`src/core/mbaar_pkg.sv`:
```
package mbaar_pkg;

  typedef enum logic [3:0] {
    S_IDLE, S_ADDR_LO, S_ADDR_HI, S_LOAD, S_COPY_START, S_COPY_HASH, S_SEND_DATA,
    S_SEND_FILL, S_SEND_CRC, S_WAIT_MAC, S_SEND_MAC, S_SEND_MCRC, S_PATTERN
  } mbaar_state_t;

  localparam logic [7:0]  CMD_AUTH_READ = 8'ha5;
  localparam logic [7:0]  SECRET_BASE   = 8'h80;
  localparam logic [7:0]  FILL_BYTE     = 8'hff;
  localparam logic [7:0]  PAD_BYTE      = 8'h80;
  localparam logic [7:0]  ZERO_BYTE     = 8'h00;
  localparam logic [7:0]  LEN_HI_BYTE   = 8'h01;
  localparam logic [7:0]  LEN_LO_BYTE   = 8'hb8;
  localparam logic [7:0]  PATTERN_BYTE  = 8'haa;
  localparam logic [3:0]  MARK_COPY     = 4'h0;
  localparam logic [3:0]  MARK_READ     = 4'h4;
  localparam logic [15:0] PAGE_LIMIT    = 16'h0080;
  localparam logic [15:0] CRC_POLY      = 16'ha001;
  localparam logic [15:0] CRC_INIT      = 16'h0000;
  localparam logic [5:0]  LOAD_LAST     = 6'd39;
  localparam logic [4:0]  PAGE_LAST     = 5'd31;
  localparam logic [4:0]  MAC_LAST      = 5'd19;
  localparam logic [6:0]  ROUND_LAST    = 7'd79;
  localparam logic [31:0] H_A           = 32'h67452301;
  localparam logic [31:0] H_B           = 32'hefcdab89;
  localparam logic [31:0] H_C           = 32'h98badcfe;
  localparam logic [31:0] H_D           = 32'h10325476;
  localparam logic [31:0] H_E           = 32'hc3d2e1f0;
  localparam logic [31:0] K_0           = 32'h5a827999;
  localparam logic [31:0] K_1           = 32'h6ed9eba1;
  localparam logic [31:0] K_2           = 32'h8f1bbcdc;
  localparam logic [31:0] K_3           = 32'hca62c1d6;
  localparam int          MAC_WAIT_US   = 2000;
  localparam int          CLK_PERIOD_NS = 10;
  localparam int          MAC_WAIT_CYC  = MAC_WAIT_US * 1000 / CLK_PERIOD_NS;
  localparam int          FIFO_DEPTH    = 32;
  localparam int          FIFO_WIDTH    = 8;

endpackage : mbaar_pkg

```
`src/core/mbaar_core.sv`:
```
`timescale 1ns/1ps
`default_nettype none
module mbaar_core
  import mbaar_pkg::*;
#(
  parameter logic [7:0] DEVICE_CLASS = 8'h5a,  // Arbitrary value.
  parameter int         WAIT_CYC     = MAC_WAIT_CYC
) (
  input  wire logic            ref_clk,
  input  wire logic            rst,
  input  wire logic            bus_reset,
  input  wire logic            rx_valid,
  input  wire logic [7:0]      rx_data,
  output logic                 tx_valid,
  input  wire logic            tx_ready,
  output logic      [7:0]      tx_data,
  output logic      [7:0]      mem_addr,
  input  wire logic [7:0]      mem_rdata,
  input  wire logic [7:0][7:0] scratch_bytes,
  input  wire logic [5:0][7:0] serial_bytes,
  input  wire logic            copy_start,
  input  wire logic [15:0]     copy_addr,
  output logic      [159:0]    mac_value,
  output logic                 mac_done
);

  typedef struct packed {
    mbaar_state_t     state;
    logic             op_copy;
    logic [15:0]      addr;
    logic [5:0]       ld_cnt;
    logic [31:0][7:0] pg;
    logic [7:0][7:0]  sec;
    logic [4:0]       idx;
    logic [15:0]      crc;
    logic [31:0]      wait_cnt;
    logic             busy;
    logic [6:0]       rnd;
    logic [31:0]      a, b, c, d, e;
    logic [15:0][31:0] w;
    logic [159:0]     mac;
    logic             done;
    logic [7:0]       mem_addr;
  } mbaar_core_state_t;

  mbaar_core_state_t st_reg;
  mbaar_core_state_t st_next;
  logic [511:0]      msg_vec;
  logic [159:0]      mac_vec;
  logic              push_valid;
  logic              push_ready;
  logic [7:0]        push_data;
  logic              start_hash;
  logic [31:0]       tmp, w_new;

  function automatic logic [15:0] crc_byte(input logic [15:0] crc, input logic [7:0] din);
    logic [15:0] r;
    r = crc ^ {8'h00, din};
    for (int i = 0; i < 8; i++) begin
      r = r[0] ? ((r >> 1) ^ CRC_POLY) : (r >> 1);
    end
    crc_byte = r;
  endfunction : crc_byte

  function automatic logic [7:0] fetch_addr(input logic [1:0] page, input logic [5:0] cnt);
    fetch_addr = cnt[5] ? {SECRET_BASE[7:3], cnt[2:0]} : {1'b0, page, cnt[4:0]};
  endfunction : fetch_addr

  function automatic logic [31:0] sha_f(input logic [6:0] t, input logic [31:0] b,
                                        input logic [31:0] c, input logic [31:0] d);
    sha_f = (t < 7'd20) ? ((b & c) | (~b & d)) :
            (t >= 7'd40 && t < 7'd60) ? ((b & c) | (b & d) | (c & d)) : (b ^ c ^ d);
  endfunction : sha_f

  function automatic logic [31:0] sha_k(input logic [6:0] t);
    sha_k = (t < 7'd20) ? K_0 : (t < 7'd40) ? K_1 : (t < 7'd60) ? K_2 : K_3;
  endfunction : sha_k

  // Byte 0 of the result lands in bits 31:24 of word 0.
  function automatic logic [511:0] build_msg(input logic op_copy,
                                             input logic [15:0] addr,
                                             input logic [31:0][7:0] pg,
                                             input logic [7:0][7:0] sec,
                                             input logic [7:0][7:0] sp,
                                             input logic [5:0][7:0] sn);
    logic [0:63][7:0] m;
    m = '0;
    for (int i = 0; i < 4; i++) begin
      m[i]      = sec[i];
      m[48 + i] = sec[4 + i];
    end
    for (int i = 0; i < 32; i++) begin
      m[4 + i] = pg[i];
    end
    if (op_copy) begin
      for (int i = 0; i < 8; i++) begin
        m[32 + i] = sp[i];
      end
      m[52:54] = {FILL_BYTE, FILL_BYTE, FILL_BYTE};
      m[40]    = {MARK_COPY, addr[8:5]};
    end else begin
      m[36:39] = {FILL_BYTE, FILL_BYTE, FILL_BYTE, FILL_BYTE};
      m[52:54] = {sp[4], sp[5], sp[6]};
      m[40]    = {MARK_READ, addr[8:5]};
    end
    m[55] = PAD_BYTE;
    m[41] = DEVICE_CLASS;
    for (int i = 0; i < 6; i++) begin
      m[42 + i] = sn[i];
    end
    m[56:63] = {ZERO_BYTE, ZERO_BYTE, ZERO_BYTE, ZERO_BYTE,
                ZERO_BYTE, ZERO_BYTE, LEN_HI_BYTE, LEN_LO_BYTE};
    build_msg = m;
  endfunction : build_msg

  assign msg_vec   = build_msg(st_reg.op_copy, st_reg.addr, st_reg.pg, st_reg.sec,
                               scratch_bytes, serial_bytes);
  assign mac_vec   = {st_reg.a, st_reg.b, st_reg.c, st_reg.d, st_reg.e};
  assign mem_addr  = st_reg.mem_addr;
  assign mac_value = st_reg.mac;
  assign mac_done  = st_reg.done;
  assign tmp   = {st_reg.a[26:0], st_reg.a[31:27]} + sha_f(st_reg.rnd, st_reg.b, st_reg.c,
                 st_reg.d) + st_reg.w[0] + sha_k(st_reg.rnd) + st_reg.e;
  assign w_new = st_reg.w[13] ^ st_reg.w[8] ^ st_reg.w[2] ^ st_reg.w[0];

  always_comb begin
    st_next    = st_reg;
    st_next.done = 1'b0;
    push_valid = 1'b0;
    push_data  = ZERO_BYTE;
    start_hash = 1'b0;
    if (st_reg.busy) begin
      st_next.e = st_reg.d;
      st_next.d = st_reg.c;
      st_next.c = {st_reg.b[1:0], st_reg.b[31:2]};
      st_next.b = st_reg.a;
      st_next.a = tmp;
      st_next.w = {w_new[30:0], w_new[31], st_reg.w[15:1]};
      st_next.rnd  = st_reg.rnd + 7'd1;
      st_next.busy = (st_reg.rnd != ROUND_LAST);
    end
    case (st_reg.state)
      S_IDLE: begin
        if (copy_start) begin
          st_next.op_copy  = 1'b1;
          st_next.addr     = copy_addr;
          st_next.ld_cnt   = '0;
          st_next.mem_addr = fetch_addr(copy_addr[6:5], 6'd0);
          st_next.state    = S_LOAD;
        end else if (rx_valid && rx_data == CMD_AUTH_READ) begin
          st_next.op_copy = 1'b0;
          st_next.crc     = crc_byte(CRC_INIT, rx_data);
          st_next.state   = S_ADDR_LO;
        end
      end
      S_ADDR_LO: begin
        if (rx_valid) begin
          st_next.addr[7:0] = rx_data;
          st_next.crc       = crc_byte(st_reg.crc, rx_data);
          st_next.state     = S_ADDR_HI;
        end
      end
      S_ADDR_HI: begin
        if (rx_valid) begin
          st_next.addr[15:8] = rx_data;
          st_next.crc        = crc_byte(st_reg.crc, rx_data);
          if ({rx_data, st_reg.addr[7:0]} < PAGE_LIMIT) begin
            st_next.ld_cnt   = '0;
            st_next.mem_addr = fetch_addr(st_reg.addr[6:5], 6'd0);
            st_next.state    = S_LOAD;
          end else begin
            st_next.state = S_IDLE;
          end
        end
      end
      S_LOAD: begin
        if (st_reg.ld_cnt[5]) begin
          st_next.sec[st_reg.ld_cnt[2:0]] = mem_rdata;
        end else begin
          st_next.pg[st_reg.ld_cnt[4:0]] = mem_rdata;
        end
        if (st_reg.ld_cnt == LOAD_LAST) begin
          st_next.idx   = st_reg.addr[4:0];
          st_next.state = st_reg.op_copy ? S_COPY_START : S_SEND_DATA;
        end else begin
          st_next.ld_cnt   = st_reg.ld_cnt + 6'd1;
          st_next.mem_addr = fetch_addr(st_reg.addr[6:5], st_reg.ld_cnt + 6'd1);
        end
      end
      S_COPY_START: begin
        start_hash    = 1'b1;
        st_next.state = S_COPY_HASH;
      end
      S_COPY_HASH: begin
        if (!st_reg.busy) begin
          st_next.mac   = mac_vec;
          st_next.done  = 1'b1;
          st_next.state = S_IDLE;
        end
      end
      S_SEND_DATA: begin
        push_valid = 1'b1;
        push_data  = st_reg.pg[st_reg.idx];
        if (push_ready) begin
          st_next.crc = crc_byte(st_reg.crc, push_data);
          st_next.idx = st_reg.idx + 5'd1;
          if (st_reg.idx == PAGE_LAST) begin
            st_next.state = S_SEND_FILL;
          end
        end
      end
      S_SEND_FILL: begin
        push_valid = 1'b1;
        push_data  = FILL_BYTE;
        if (push_ready) begin
          st_next.crc   = crc_byte(st_reg.crc, push_data);
          st_next.idx   = '0;
          st_next.state = S_SEND_CRC;
        end
      end
      S_SEND_CRC, S_SEND_MCRC: begin
        push_valid = 1'b1;
        push_data  = st_reg.idx[0] ? ~st_reg.crc[15:8] : ~st_reg.crc[7:0];
        if (push_ready) begin
          st_next.idx = st_reg.idx + 5'd1;
          if (st_reg.idx[0] && st_reg.state == S_SEND_MCRC) begin
            st_next.state = S_PATTERN;
          end else if (st_reg.idx[0]) begin
            start_hash       = 1'b1;
            st_next.wait_cnt = 32'(WAIT_CYC);
            st_next.state    = S_WAIT_MAC;
          end
        end
      end
      S_WAIT_MAC: begin
        if (st_reg.wait_cnt != '0) begin
          st_next.wait_cnt = st_reg.wait_cnt - 32'd1;
        end else if (!st_reg.busy) begin
          st_next.mac   = mac_vec;
          st_next.idx   = '0;
          st_next.crc   = CRC_INIT;
          st_next.state = S_SEND_MAC;
        end
      end
      S_SEND_MAC: begin
        push_valid = 1'b1;
        push_data  = st_reg.mac[{st_reg.idx, 3'b000} +: 8];
        if (push_ready) begin
          st_next.crc = crc_byte(st_reg.crc, push_data);
          st_next.idx = st_reg.idx + 5'd1;
          if (st_reg.idx == MAC_LAST) begin
            st_next.idx   = '0;
            st_next.state = S_SEND_MCRC;
          end
        end
      end
      S_PATTERN: begin
        push_valid = 1'b1;
        push_data  = PATTERN_BYTE;
      end
      default: begin
        st_next.state = S_IDLE;
      end
    endcase
    if (start_hash) begin
      st_next.busy = 1'b1;
      st_next.rnd  = '0;
      st_next.a    = H_A;
      st_next.b    = H_B;
      st_next.c    = H_C;
      st_next.d    = H_D;
      st_next.e    = H_E;
      for (int t = 0; t < 16; t++) begin
        st_next.w[t] = msg_vec[511 - 32 * t -: 32];
      end
    end
    if (bus_reset) begin
      st_next.state = S_IDLE;
      st_next.busy  = 1'b0;
      push_valid    = 1'b0;
    end
  end

  always_ff @(posedge ref_clk) begin
    if (rst) begin
      st_reg <= '0;
    end else begin
      st_reg <= st_next;
    end
  end

  mbaar_fifo #(.WIDTH(FIFO_WIDTH), .DEPTH(FIFO_DEPTH)) u_tx_fifo (
    .ref_clk   (ref_clk),
    .rst       (rst),
    .flush     (bus_reset),
    .in_valid  (push_valid),
    .in_ready  (push_ready),
    .in_data   (push_data),
    .out_valid (tx_valid),
    .out_ready (tx_ready),
    .out_data  (tx_data)
  );

  a_msg_trailer: assert property (@(posedge ref_clk) disable iff (rst)
    msg_vec[63:0] == {32'h00000000, 24'h000001, LEN_LO_BYTE}) else $error("trailer words wrong");
  a_secret_fetch: assert property (@(posedge ref_clk) disable iff (rst)
    st_reg.state == S_LOAD && st_reg.ld_cnt == 6'd32 |-> mem_addr == SECRET_BASE)
    else $error("secret fetched from wrong address");
  a_marker_byte: assert property (@(posedge ref_clk) disable iff (rst)
    msg_vec[191:184] == {(st_reg.op_copy ? MARK_COPY : MARK_READ), st_reg.addr[8:5]})
    else $error("page marker byte wrong");
  a_read_words: assert property (@(posedge ref_clk) disable iff (rst)
    !st_reg.op_copy |-> msg_vec[223:192] == 32'hffffffff && msg_vec[71:64] == PAD_BYTE)
    else $error("read block filler wrong");
  a_cmd_start: assert property (@(posedge ref_clk) disable iff (rst)
    st_reg.state == S_IDLE && !copy_start && !bus_reset && rx_valid
    && rx_data == CMD_AUTH_READ |=> st_reg.state == S_ADDR_LO) else $error("command not taken");
  a_bad_target: assert property (@(posedge ref_clk) disable iff (rst)
    st_reg.state == S_ADDR_HI && rx_valid && (rx_data != 8'h00 || st_reg.addr[7])
    |=> st_reg.state == S_IDLE ##1 !push_valid) else $error("invalid target not refused");
  a_fill_order: assert property (@(posedge ref_clk) disable iff (rst)
    st_reg.state == S_SEND_FILL && push_ready && !bus_reset
    |-> push_data == FILL_BYTE ##1 (st_reg.state == S_SEND_CRC && st_reg.idx == 5'd0))
    else $error("filler byte not followed by crc");
  a_mac_wait: assert property (@(posedge ref_clk) disable iff (rst)
    $rose(st_reg.state == S_SEND_MAC) |-> st_reg.wait_cnt == 32'd0 && !st_reg.busy)
    else $error("mac sent before wait over");
  a_mac_first: assert property (@(posedge ref_clk) disable iff (rst)
    st_reg.state == S_SEND_MAC && st_reg.idx == 5'd0 |-> push_data == st_reg.mac[7:0])
    else $error("mac byte order wrong");
  a_round_count: assert property (@(posedge ref_clk) disable iff (rst || bus_reset)
    st_reg.busy && st_reg.rnd == ROUND_LAST |=> !st_reg.busy && st_reg.rnd == 7'd80)
    else $error("round count wrong");
  a_pattern_out: assert property (@(posedge ref_clk) disable iff (rst)
    bus_reset |=> st_reg.state == S_IDLE) else $error("bus reset did not stop pattern");

endmodule : mbaar_core
`default_nettype wire

```
`src/core/mbaar_fifo.sv`:
```
`timescale 1ns/1ps
`default_nettype none
module mbaar_fifo
  import mbaar_pkg::*;
#(
  parameter int WIDTH = FIFO_WIDTH,
  parameter int DEPTH = FIFO_DEPTH
) (
  input  wire logic             ref_clk,
  input  wire logic             rst,
  input  wire logic             flush,
  input  wire logic             in_valid,
  output logic                  in_ready,
  input  wire logic [WIDTH-1:0] in_data,
  output logic                  out_valid,
  input  wire logic             out_ready,
  output logic      [WIDTH-1:0] out_data
);
  localparam int AW = $clog2(DEPTH);

  typedef struct packed {
    logic [DEPTH-1:0][WIDTH-1:0] mem;
    logic [AW-1:0]               rd;
    logic [AW-1:0]               wr;
    logic [AW:0]                 cnt;
  } mbaar_fifo_state_t;

  mbaar_fifo_state_t f_reg;
  mbaar_fifo_state_t f_next;
  logic              do_push;
  logic              do_pop;

  function automatic logic [AW-1:0] bump(input logic [AW-1:0] p);
    bump = (p == AW'(DEPTH - 1)) ? '0 : p + 1'b1;
  endfunction : bump

  assign in_ready  = (f_reg.cnt != (AW + 1)'(DEPTH));
  assign out_valid = (f_reg.cnt != '0);
  assign out_data  = f_reg.mem[f_reg.rd];
  assign do_push   = in_valid && in_ready;
  assign do_pop    = out_valid && out_ready;

  always_comb begin
    f_next = f_reg;
    if (do_push) begin
      f_next.mem[f_reg.wr] = in_data;
      f_next.wr = bump(f_reg.wr);
    end
    if (do_pop) begin
      f_next.rd = bump(f_reg.rd);
    end
    f_next.cnt = f_reg.cnt + {{AW{1'b0}}, do_push} - {{AW{1'b0}}, do_pop};
    if (flush) begin
      f_next.rd  = '0;
      f_next.wr  = '0;
      f_next.cnt = '0;
    end
  end

  always_ff @(posedge ref_clk) begin
    if (rst) begin
      f_reg <= '0;
    end else begin
      f_reg <= f_next;
    end
  end

endmodule : mbaar_fifo
`default_nettype wire

```
`config.mk`:
```
export PLATFORM = sky130hd
export DESIGN_NAME = mbaar_core
export DESIGN_NICKNAME = d
export VERILOG_FILES = /design/src/core/mbaar_pkg.sv /design/src/core/mbaar_core.sv /design/src/core/mbaar_fifo.sv
export SDC_FILE = /design/constraint.sdc
export NUM_CORES = 2
export LEC_CHECK = 0
export ABC_AREA = 1
export CAP_MARGIN = 20
export CELL_PAD_IN_SITES_DETAIL_PLACEMENT = 0
export CELL_PAD_IN_SITES_GLOBAL_PLACEMENT = 1
export CORE_MARGIN = 3
export CORE_UTILIZATION = 45
export DETAILED_ROUTE_END_ITERATION = 8
export DONT_BUFFER_PORTS = 1
export HOLD_SLACK_MARGIN = 0.1
export PLACE_DENSITY = 0.86
export SLEW_MARGIN = 20
export SYNTH_ARGS = -nofsm -noshare
export SYNTH_HDL_FRONTEND = slang
export SYNTH_SLANG_ARGS = --single-unit
```
`constraint.sdc`:
```
create_clock -name ref_clk -period 7 [get_ports ref_clk]
set_clock_uncertainty 0.05 [all_clocks]
set_input_delay 0.7 -clock ref_clk [delete_from_list [all_inputs] [get_ports ref_clk]]
set_output_delay 0.7 -clock ref_clk [all_outputs]
set_load 0.01 [all_outputs]
```
After elaboration in Yosys (flattened, before gate mapping):

Cells that the tools add are included.

* add/sub/neg operators: 12
* multiply operators: 0
* divide/modulo/power cells: 0
* order comparisons: 13
* equality and inequality tests: 43
* shift operators: 1
* multiplexer cells: 128
* bitwise logic cells: 61
* reductions and logical operators: 37

Operators with widths (number)
* $mux W680: 2
* $mux W16: 43
* $bwmux W256: 2
* $mux W160: 2
* $pmux W160 S2: 1
* $mux W32: 9
* $mux W161: 1
* $shiftx A160 B9 Y8: 1
* $xor A32 B32 Y32: 5
* $add A32 B32 Y32: 4
* $and A32 B32 Y32: 4
* $not A2 Y3: 39
* $mux W21: 5
* $mux W8: 12
* $or A32 B32 Y32: 3
* $pmux W16 S6: 1
* $bmux W8 S5: 2
* $demux W8 S5: 2
* $bwmux W64: 1
* $pmux W32 S2: 1
* $mux W4: 14
* $pmux W4 S12: 1
* $xor A16 B8 Y16: 3
* $mux W40: 1
* other kinds (59): 136

* flip-flop bits (word level): 1514
* bits in latches: 0
* bits in writable memories: 0
* ROM bits: 0
* input port bits: 150
* output and inout bits: 178
* word-level logic and storage cells: 412
* memories: 0

Logic depth before layout (Yosys ltp):

* word-level depth: 21
* depth in mapped cells: 34
* mapped depth without buffers: 33

By module:

Synthesis repeated with hierarchy kept, for this count alone.

* cell total of the unflattened synthesis: 10566
* area, all modules: 74569.0 µm²

Modules (own cells, without submodules)
* mbaar_core: instances 1, cells each 8468, area an instance 61317.6 µm², sequential area each 24803.8 µm²
* mbaar_fifo: instances 1, cells each 2098, area an instance 13251.5 µm², sequential area each 5445.2 µm²

Worst setup path before layout:

No wires, ideal clock.

* path type: flip-flop to flip-flop
* start: reg st_reg[845] in the netlist's numbering
* end: reg st_reg, in the netlist mac_vec[154]
* setup time: 132 ps
* data arrival time: 5294 ps
* data required time: 6818 ps
* path slack: 1523 ps
* cell stages (with the launch flop): 32
* buffers on the path: 1
* clock period less this slack: 5477 ps
* path through: dfxtp_1 inv_1 nor3_1 nor2_1 inv_1 nor2_1 inv_1 nand2_1 clkinv_1 clkbuf_1 nand2_1 nand3_1 fa_1 inv_1 fa_1 inv_1 ha_1 nand2_1 nand2_1 nand3_1 o211ai_1 nand3_1 nand2_1 a21boi_0 o21ai_0 a21oi_1 o21ai_0 a21oi_1 o21bai_1 or2_2 nand3_1 a21oi_1

* cells in the longest elaborated chain, start to end: 10

RTL lines
* from (decl): line mbaar_core.sv:46 `mbaar_core_state_t st_reg;`
* from (signal assigned): line mbaar_core.sv:288 `st_reg <= st_next;`
* $ge A7 B6 Y1 or $lt A7 B6 Y1 (tied branches): line mbaar_core.sv:72, mbaar_core.sv:76
* $logic_and A1 B1 Y1: line mbaar_core.sv:72 `(t >= 7'd40 && t < 7'd60) ? ((b & c) | (b & d) | (c & d)) : (b ^ c ^ d);`
* $mux W32: line mbaar_core.sv:72
* $mux W32: line mbaar_core.sv:71 `sha_f = (t < 7'd20) ? ((b & c) | (~b & d)) :`
* $add A32 B32 Y32: line mbaar_core.sv:122 `assign tmp = {st_reg.a[26:0], st_reg.a[31:27]} + sha_f(st_reg.rnd, st_reg.b, st_reg.c,`
* $add A32 B32 Y32: line mbaar_core.sv:123 `st_reg.d) + st_reg.w[0] + sha_k(st_reg.rnd) + st_reg.e;`
* $add A32 B32 Y32 (*) (2 in series): line mbaar_core.sv:123
* $mux W680 (*): line mbaar_core.sv:132 `if (st_reg.busy) begin`
* $mux W680 (*): line mbaar_core.sv:265 `if (start_hash) begin`

Every way passes the cells marked *; elsewhere a longest branch is shown, timed or not. The select of a mux whose other input is x is not followed.
A chain may end at the register's enable or synchronous reset.

Final worst setup path:

* start: reg st_reg[845] in the netlist's numbering
* end: reg st_reg, in the netlist mac_vec[151]

* cells in the longest elaborated chain, start to end: 8

RTL lines (line)
* $ge A7 B6 Y1 or $lt A7 B6 Y1 (tied branches): mbaar_core.sv:72, mbaar_core.sv:76
* $logic_and A1 B1 Y1: mbaar_core.sv:72
* $mux W32: mbaar_core.sv:72
* $mux W32: mbaar_core.sv:71
* $add A32 B32 Y32: mbaar_core.sv:122
* $add A32 B32 Y32: mbaar_core.sv:123
* $add A32 B32 Y32 (*) (2 in series): mbaar_core.sv:123

Every way passes the cells marked *; elsewhere a longest branch is shown, timed or not.

==> run summary <==
The flow ran to the end, and the final reports show no timing, DRC or antenna violations. The largest net degree at the start of global routing came out at 385. The area added between synthesis and finish is 9.10%.

The via count is 69400. The instance area after placement is 73300 um2. The total non-filler cell area in the finished layout is 80600 um2.

The critical path is of the reg -> reg type. The number of gates resized after CTS came out at 0. CTS placed an instance of sky130_fd_sc_hd__clkbuf_16 at the clock tree root. The starting utilization of the core area is 45.4%. TritonCTS built the clock tree. The portion of total power attributed to sequential cells came out at 36.5%. The worst hold-check path type is in -> reg. STA classifies the critical path endpoint as a flop. VDD sags by at most 0.299 mV.

The launching element type of the critical path is a flop. The critical path required time came out at 7.66 ns. The total of warnings raised by yosys is 0.

The number of buffers added for setup after CTS came out at 0. Synthesis handed over a netlist of 10300 instances. The total of max-cap violations is 0. The number of buffers and inverters on the critical path is 6. When the netlist entered floorplanning its net count stood at 10700. The total wire length came out at 278 mm. The worst-skew pair later-pin latency is 0.82 ns. The adder and majority cell fraction of the synthesized area is 4.53%.

The count of unique library cells instantiated by Yosys is 58. The number of global-route vias before repair came out at 63900. The number of antenna violations at the first check in global routing came to 21. Combinational logic burns 31.6% of the power.

The floorplan step defined a die boundary enclosing 169000 um2. The via count normalized by instance count is 5.70. The mux cell area share after synthesis came out at 0%. Setup violations remaining at the end of the flow were counted as 0. The clock tree buffer depth is 3. The violation count after the first detailed-route iteration came out at 7961. In this run, synthesis produced a sequential element count of 1514.

The slowest stage of the critical path belongs to the cell sky130_fd_sc_hd__a221oi_1. The x dimension of the die is 411 um. The first-pass GRT wire length is 412 mm. In this run, synthesis inferred 0 flip-flops with an integrated enable. The part of the Yosys area used for sequential elements came out at 41.0%. The share of the synthesized area in compound gates (AO/OA/AOI/OAI) came out at 23.5%.

The data arrival time of the critical path came out at 6.83 ns. The cell row count is 148. The final sum of negative setup slack came out at 0 ns. The register area is 30300 um2.

The pin slew with the least headroom to its limit is 1.21 ns. After detailed routing, the average wire length per cell comes to 22.9 um. The count of clock tree sinks came out at 1514. The synthesized netlist devotes 16.9% of its cell area to simple gates. The number of placed I/O pins is 328. Buffers inserted to repair hold after CTS numbered 163.

For this run, the top clock speed supported by timing is 0.162 GHz. The worst slack after detailed placement came out at 0.855 ns. Across all register-to-register paths, the minimum setup slack is 0.83 ns. For this design the static power due to leakage is 32.3 nW. The max-slew violation total from the final report came out at 0. The final hold violation count is 0. The clock group share of total power is 31.9%. Setup repair after global routing left no endpoint under its margin.

The ratio of total power to cell area is 347 nW/um2. The HPWL after detailed placement is 184 mm. The primary flip-flop cell chosen by synthesis mapping is sky130_fd_sc_hd__dfxtp_1. Global routing finished with a remaining overflow of 0.

The layout has 16200 filler cells. The number of buffers created by CTS is 166. The total area inside the core boundary comes to 163000 um2. The cell family contributing the most delay on the critical path is compound AO/OA/AOI/OAI gates. The clock transition time at the flip-flop clock pins of the worst setup and hold paths came out at 0.06 ns. The pre-antenna-repair detailed-routing pass consisted of 8 iterations.

Of the cells placed in the final design, the portion with a size suffix greater than 1 is 4.46%. The cell-internal power is 16.9 mW. The setup slack after layout came out at 0.829 ns. Net switching is 39.8% of the power.

The worst max-slew margin expressed relative to the limit is 19.4%. For this run, design rule violations remaining after detail routing come to 0. The flip-flop count of the largest register after layout came out at 625. The synthesized area divided by synthesized cell count came out at 7.16 um2. The async set-or-reset flop fraction in the synthesized netlist came out at 0%. Final hold analysis gives a worst-case slack of 0.148 ns. The die height came out at 411 um. The area used by multi-input combinational logic is 34500 um2. The share of the clock period used by the worst path is 88.2%. Of all nets on the critical path, the largest fanout is 9.

For this design the total switching power over the nets is 11.1 mW. The number of routed nets with antenna violations is 0. Global routing consumed, over all layers together, 31.7% of the routing resources.

The final critical delay including setup and external delays came out at 6.17 ns. The H-tree depth is 4. The post-synthesis instance area is 73900 um2. By area, the combinational part of the netlist is dominated by compound AO/OA/AOI/OAI gates. Among the stages of the critical path, the cell type that occurs most often is sky130_fd_sc_hd__inv_1. The final weighted congestion in routability-driven placement is 0.939. The count of buffers added on input and output ports is 0. Cells fill 49.5% of the core in the end.

After Yosys synthesis, XOR and XNOR cells account for 1.66% of the synthesized area. The critical path's largest stage delay is 0.53 ns. The net count of the finished layout is 10200.
power by group through the flow:
stage	Clock, mW	Sequential [mW]	Combinational (mW)
detailed placement	0	10.4	8.46
CTS	9.04	10.2	8.72
finish	8.95	10.2	8.85
floorplan	0	9.76	6.21
global route	9.38	10.2	9.74
global placement	0	10.4	8.42
stage by stage:
stage / std cells / total power, mW
floorplan: 10300 / 16.0
global placement: 11700 / 18.8
detailed placement: 11700 / 18.8
CTS: 12100 / 28.0
global route: 12100 / 29.4
finish: 12200 / 28.0
synthesized netlist by cell type (all sizes together) (32+ instances only):
| library cell | count | share of area, % |
|---|---|---|
| nand2 | 1641 | 8.4 |
| inv | 1309 | 6.6 |
| xor2 | 70 | 0.84 |
| buf | 320 | 2.8 |
| dfxtp | 1514 | 41 |
| o211ai | 49 | 0.50 |
| a41oi | 32 | 0.38 |
| nor2 | 682 | 3.5 |
| ha | 74 | 1.3 |
| a211oi | 93 | 0.94 |
| nand3 | 621 | 4.2 |
| fa | 121 | 3.3 |
| a31oi | 376 | 3.2 |
| a21oi | 1400 | 9.5 |
| nor3 | 43 | 0.33 |
| xnor2 | 69 | 0.82 |
| clkbuf | 594 | 3.0 |
| o21ai | 1166 | 7.9 |
path summary, 6_finish.rpt:
kind / endpoint / startpoint / cells after the start
worst min register to register: st_reg[636]$_SDFFE_PP0P_ / st_reg[636]$_SDFFE_PP0P_ / 2
worst max-delay path: mac_vec[151]$_SDFFE_PP0P_ / st_reg[845]$_SDFFE_PP0P_ / 27
worst max register to register: mac_vec[151]$_SDFFE_PP0P_ / st_reg[845]$_SDFFE_PP0P_ / 27
worst min-delay path: st_reg[601]$_SDFFE_PP0P_ / scratch_bytes[40] / 4
cells in the final DEF, fill, tap and decap left out, types with 43 or more instances in the layout:
| cell type | count |
|---|---|
| sky130_fd_sc_hd__o211ai_1 | 49 |
| sky130_fd_sc_hd__a21oi_1 | 1398 |
| sky130_fd_sc_hd__clkbuf_1 | 43 |
| sky130_fd_sc_hd__ha_1 | 74 |
| sky130_fd_sc_hd__nand2_1 | 1636 |
| sky130_fd_sc_hd__a31oi_1 | 376 |
| sky130_fd_sc_hd__clkbuf_16 | 171 |
| sky130_fd_sc_hd__nor2_1 | 656 |
| sky130_fd_sc_hd__dlygate4sd3_1 | 158 |
| sky130_fd_sc_hd__buf_4 | 79 |
| sky130_fd_sc_hd__a211oi_1 | 93 |
| sky130_fd_sc_hd__dfxtp_1 | 1508 |
| sky130_fd_sc_hd__fa_1 | 121 |
| sky130_fd_sc_hd__xor2_1 | 67 |
| sky130_fd_sc_hd__inv_1 | 1285 |
| sky130_fd_sc_hd__nand3_1 | 619 |
| sky130_fd_sc_hd__xnor2_1 | 69 |
| sky130_fd_sc_hd__o21ai_0 | 1162 |
routing by layer:
| metal | part of all wire, % | up-vias | track usage [%] |
|---|---|---|---|
| met3 | 8.1 | 622 | 6.40 |
| met1 | 41 | 32900 | 40.6 |
| li1 | - | 32900 | - |
| met5 | 0.026 | - | 0 |
| met4 | 6.5 | 10 | 18.6 |
| met2 | 45 | 2940 | 49.5 |
cells by family after synthesis:
family | Yosys count
buf+inv | 2229
simple gates | 3035
fa+ha+maj | 195
flops | 1514
compound gates | 3216
xor+xnor | 139
final cells by class:
cell class	instances	area share, %
diodes	16	0.0497
clock buffers	249	6.10
clock inverters	50	0.703
flip-flops and latches	1514	37.6
inverters	1315	6.16
repair buffers	255	3.20
well taps	2175	3.38
multi-input cells	6585	42.8
worst reg2reg max path, stage by stage, from the launching register on:
cell and delay (ns):
sky130_fd_sc_hd__dfxtp_1 0.34, sky130_fd_sc_hd__inv_1 0.14, sky130_fd_sc_hd__nor3_1 0.09, sky130_fd_sc_hd__nor2_1 0.19, sky130_fd_sc_hd__inv_1 0.14, sky130_fd_sc_hd__nor2_1 0.16, sky130_fd_sc_hd__inv_1 0.07, sky130_fd_sc_hd__nand2_1 0.08
sky130_fd_sc_hd__clkinv_1 0.39, sky130_fd_sc_hd__a221oi_1 0.54, sky130_fd_sc_hd__fa_1 0.49, sky130_fd_sc_hd__fa_1 0.49, sky130_fd_sc_hd__inv_1 0.04, sky130_fd_sc_hd__ha_1 0.20, sky130_fd_sc_hd__fa_1 0.47, sky130_fd_sc_hd__nand3_1 0.10
sky130_fd_sc_hd__nand2_1 0.09, sky130_fd_sc_hd__a21oi_1 0.25, sky130_fd_sc_hd__o21bai_1 0.14, sky130_fd_sc_hd__a21oi_1 0.22, sky130_fd_sc_hd__o21ai_0 0.20, sky130_fd_sc_hd__a21oi_1 0.24, sky130_fd_sc_hd__o21ai_0 0.24, sky130_fd_sc_hd__a21oi_1 0.28
sky130_fd_sc_hd__o21bai_1 0.11, sky130_fd_sc_hd__xor2_1 0.15, sky130_fd_sc_hd__o21ai_0 0.15, sky130_fd_sc_hd__inv_1 0.05
Power figures use the tool's default switching activity.
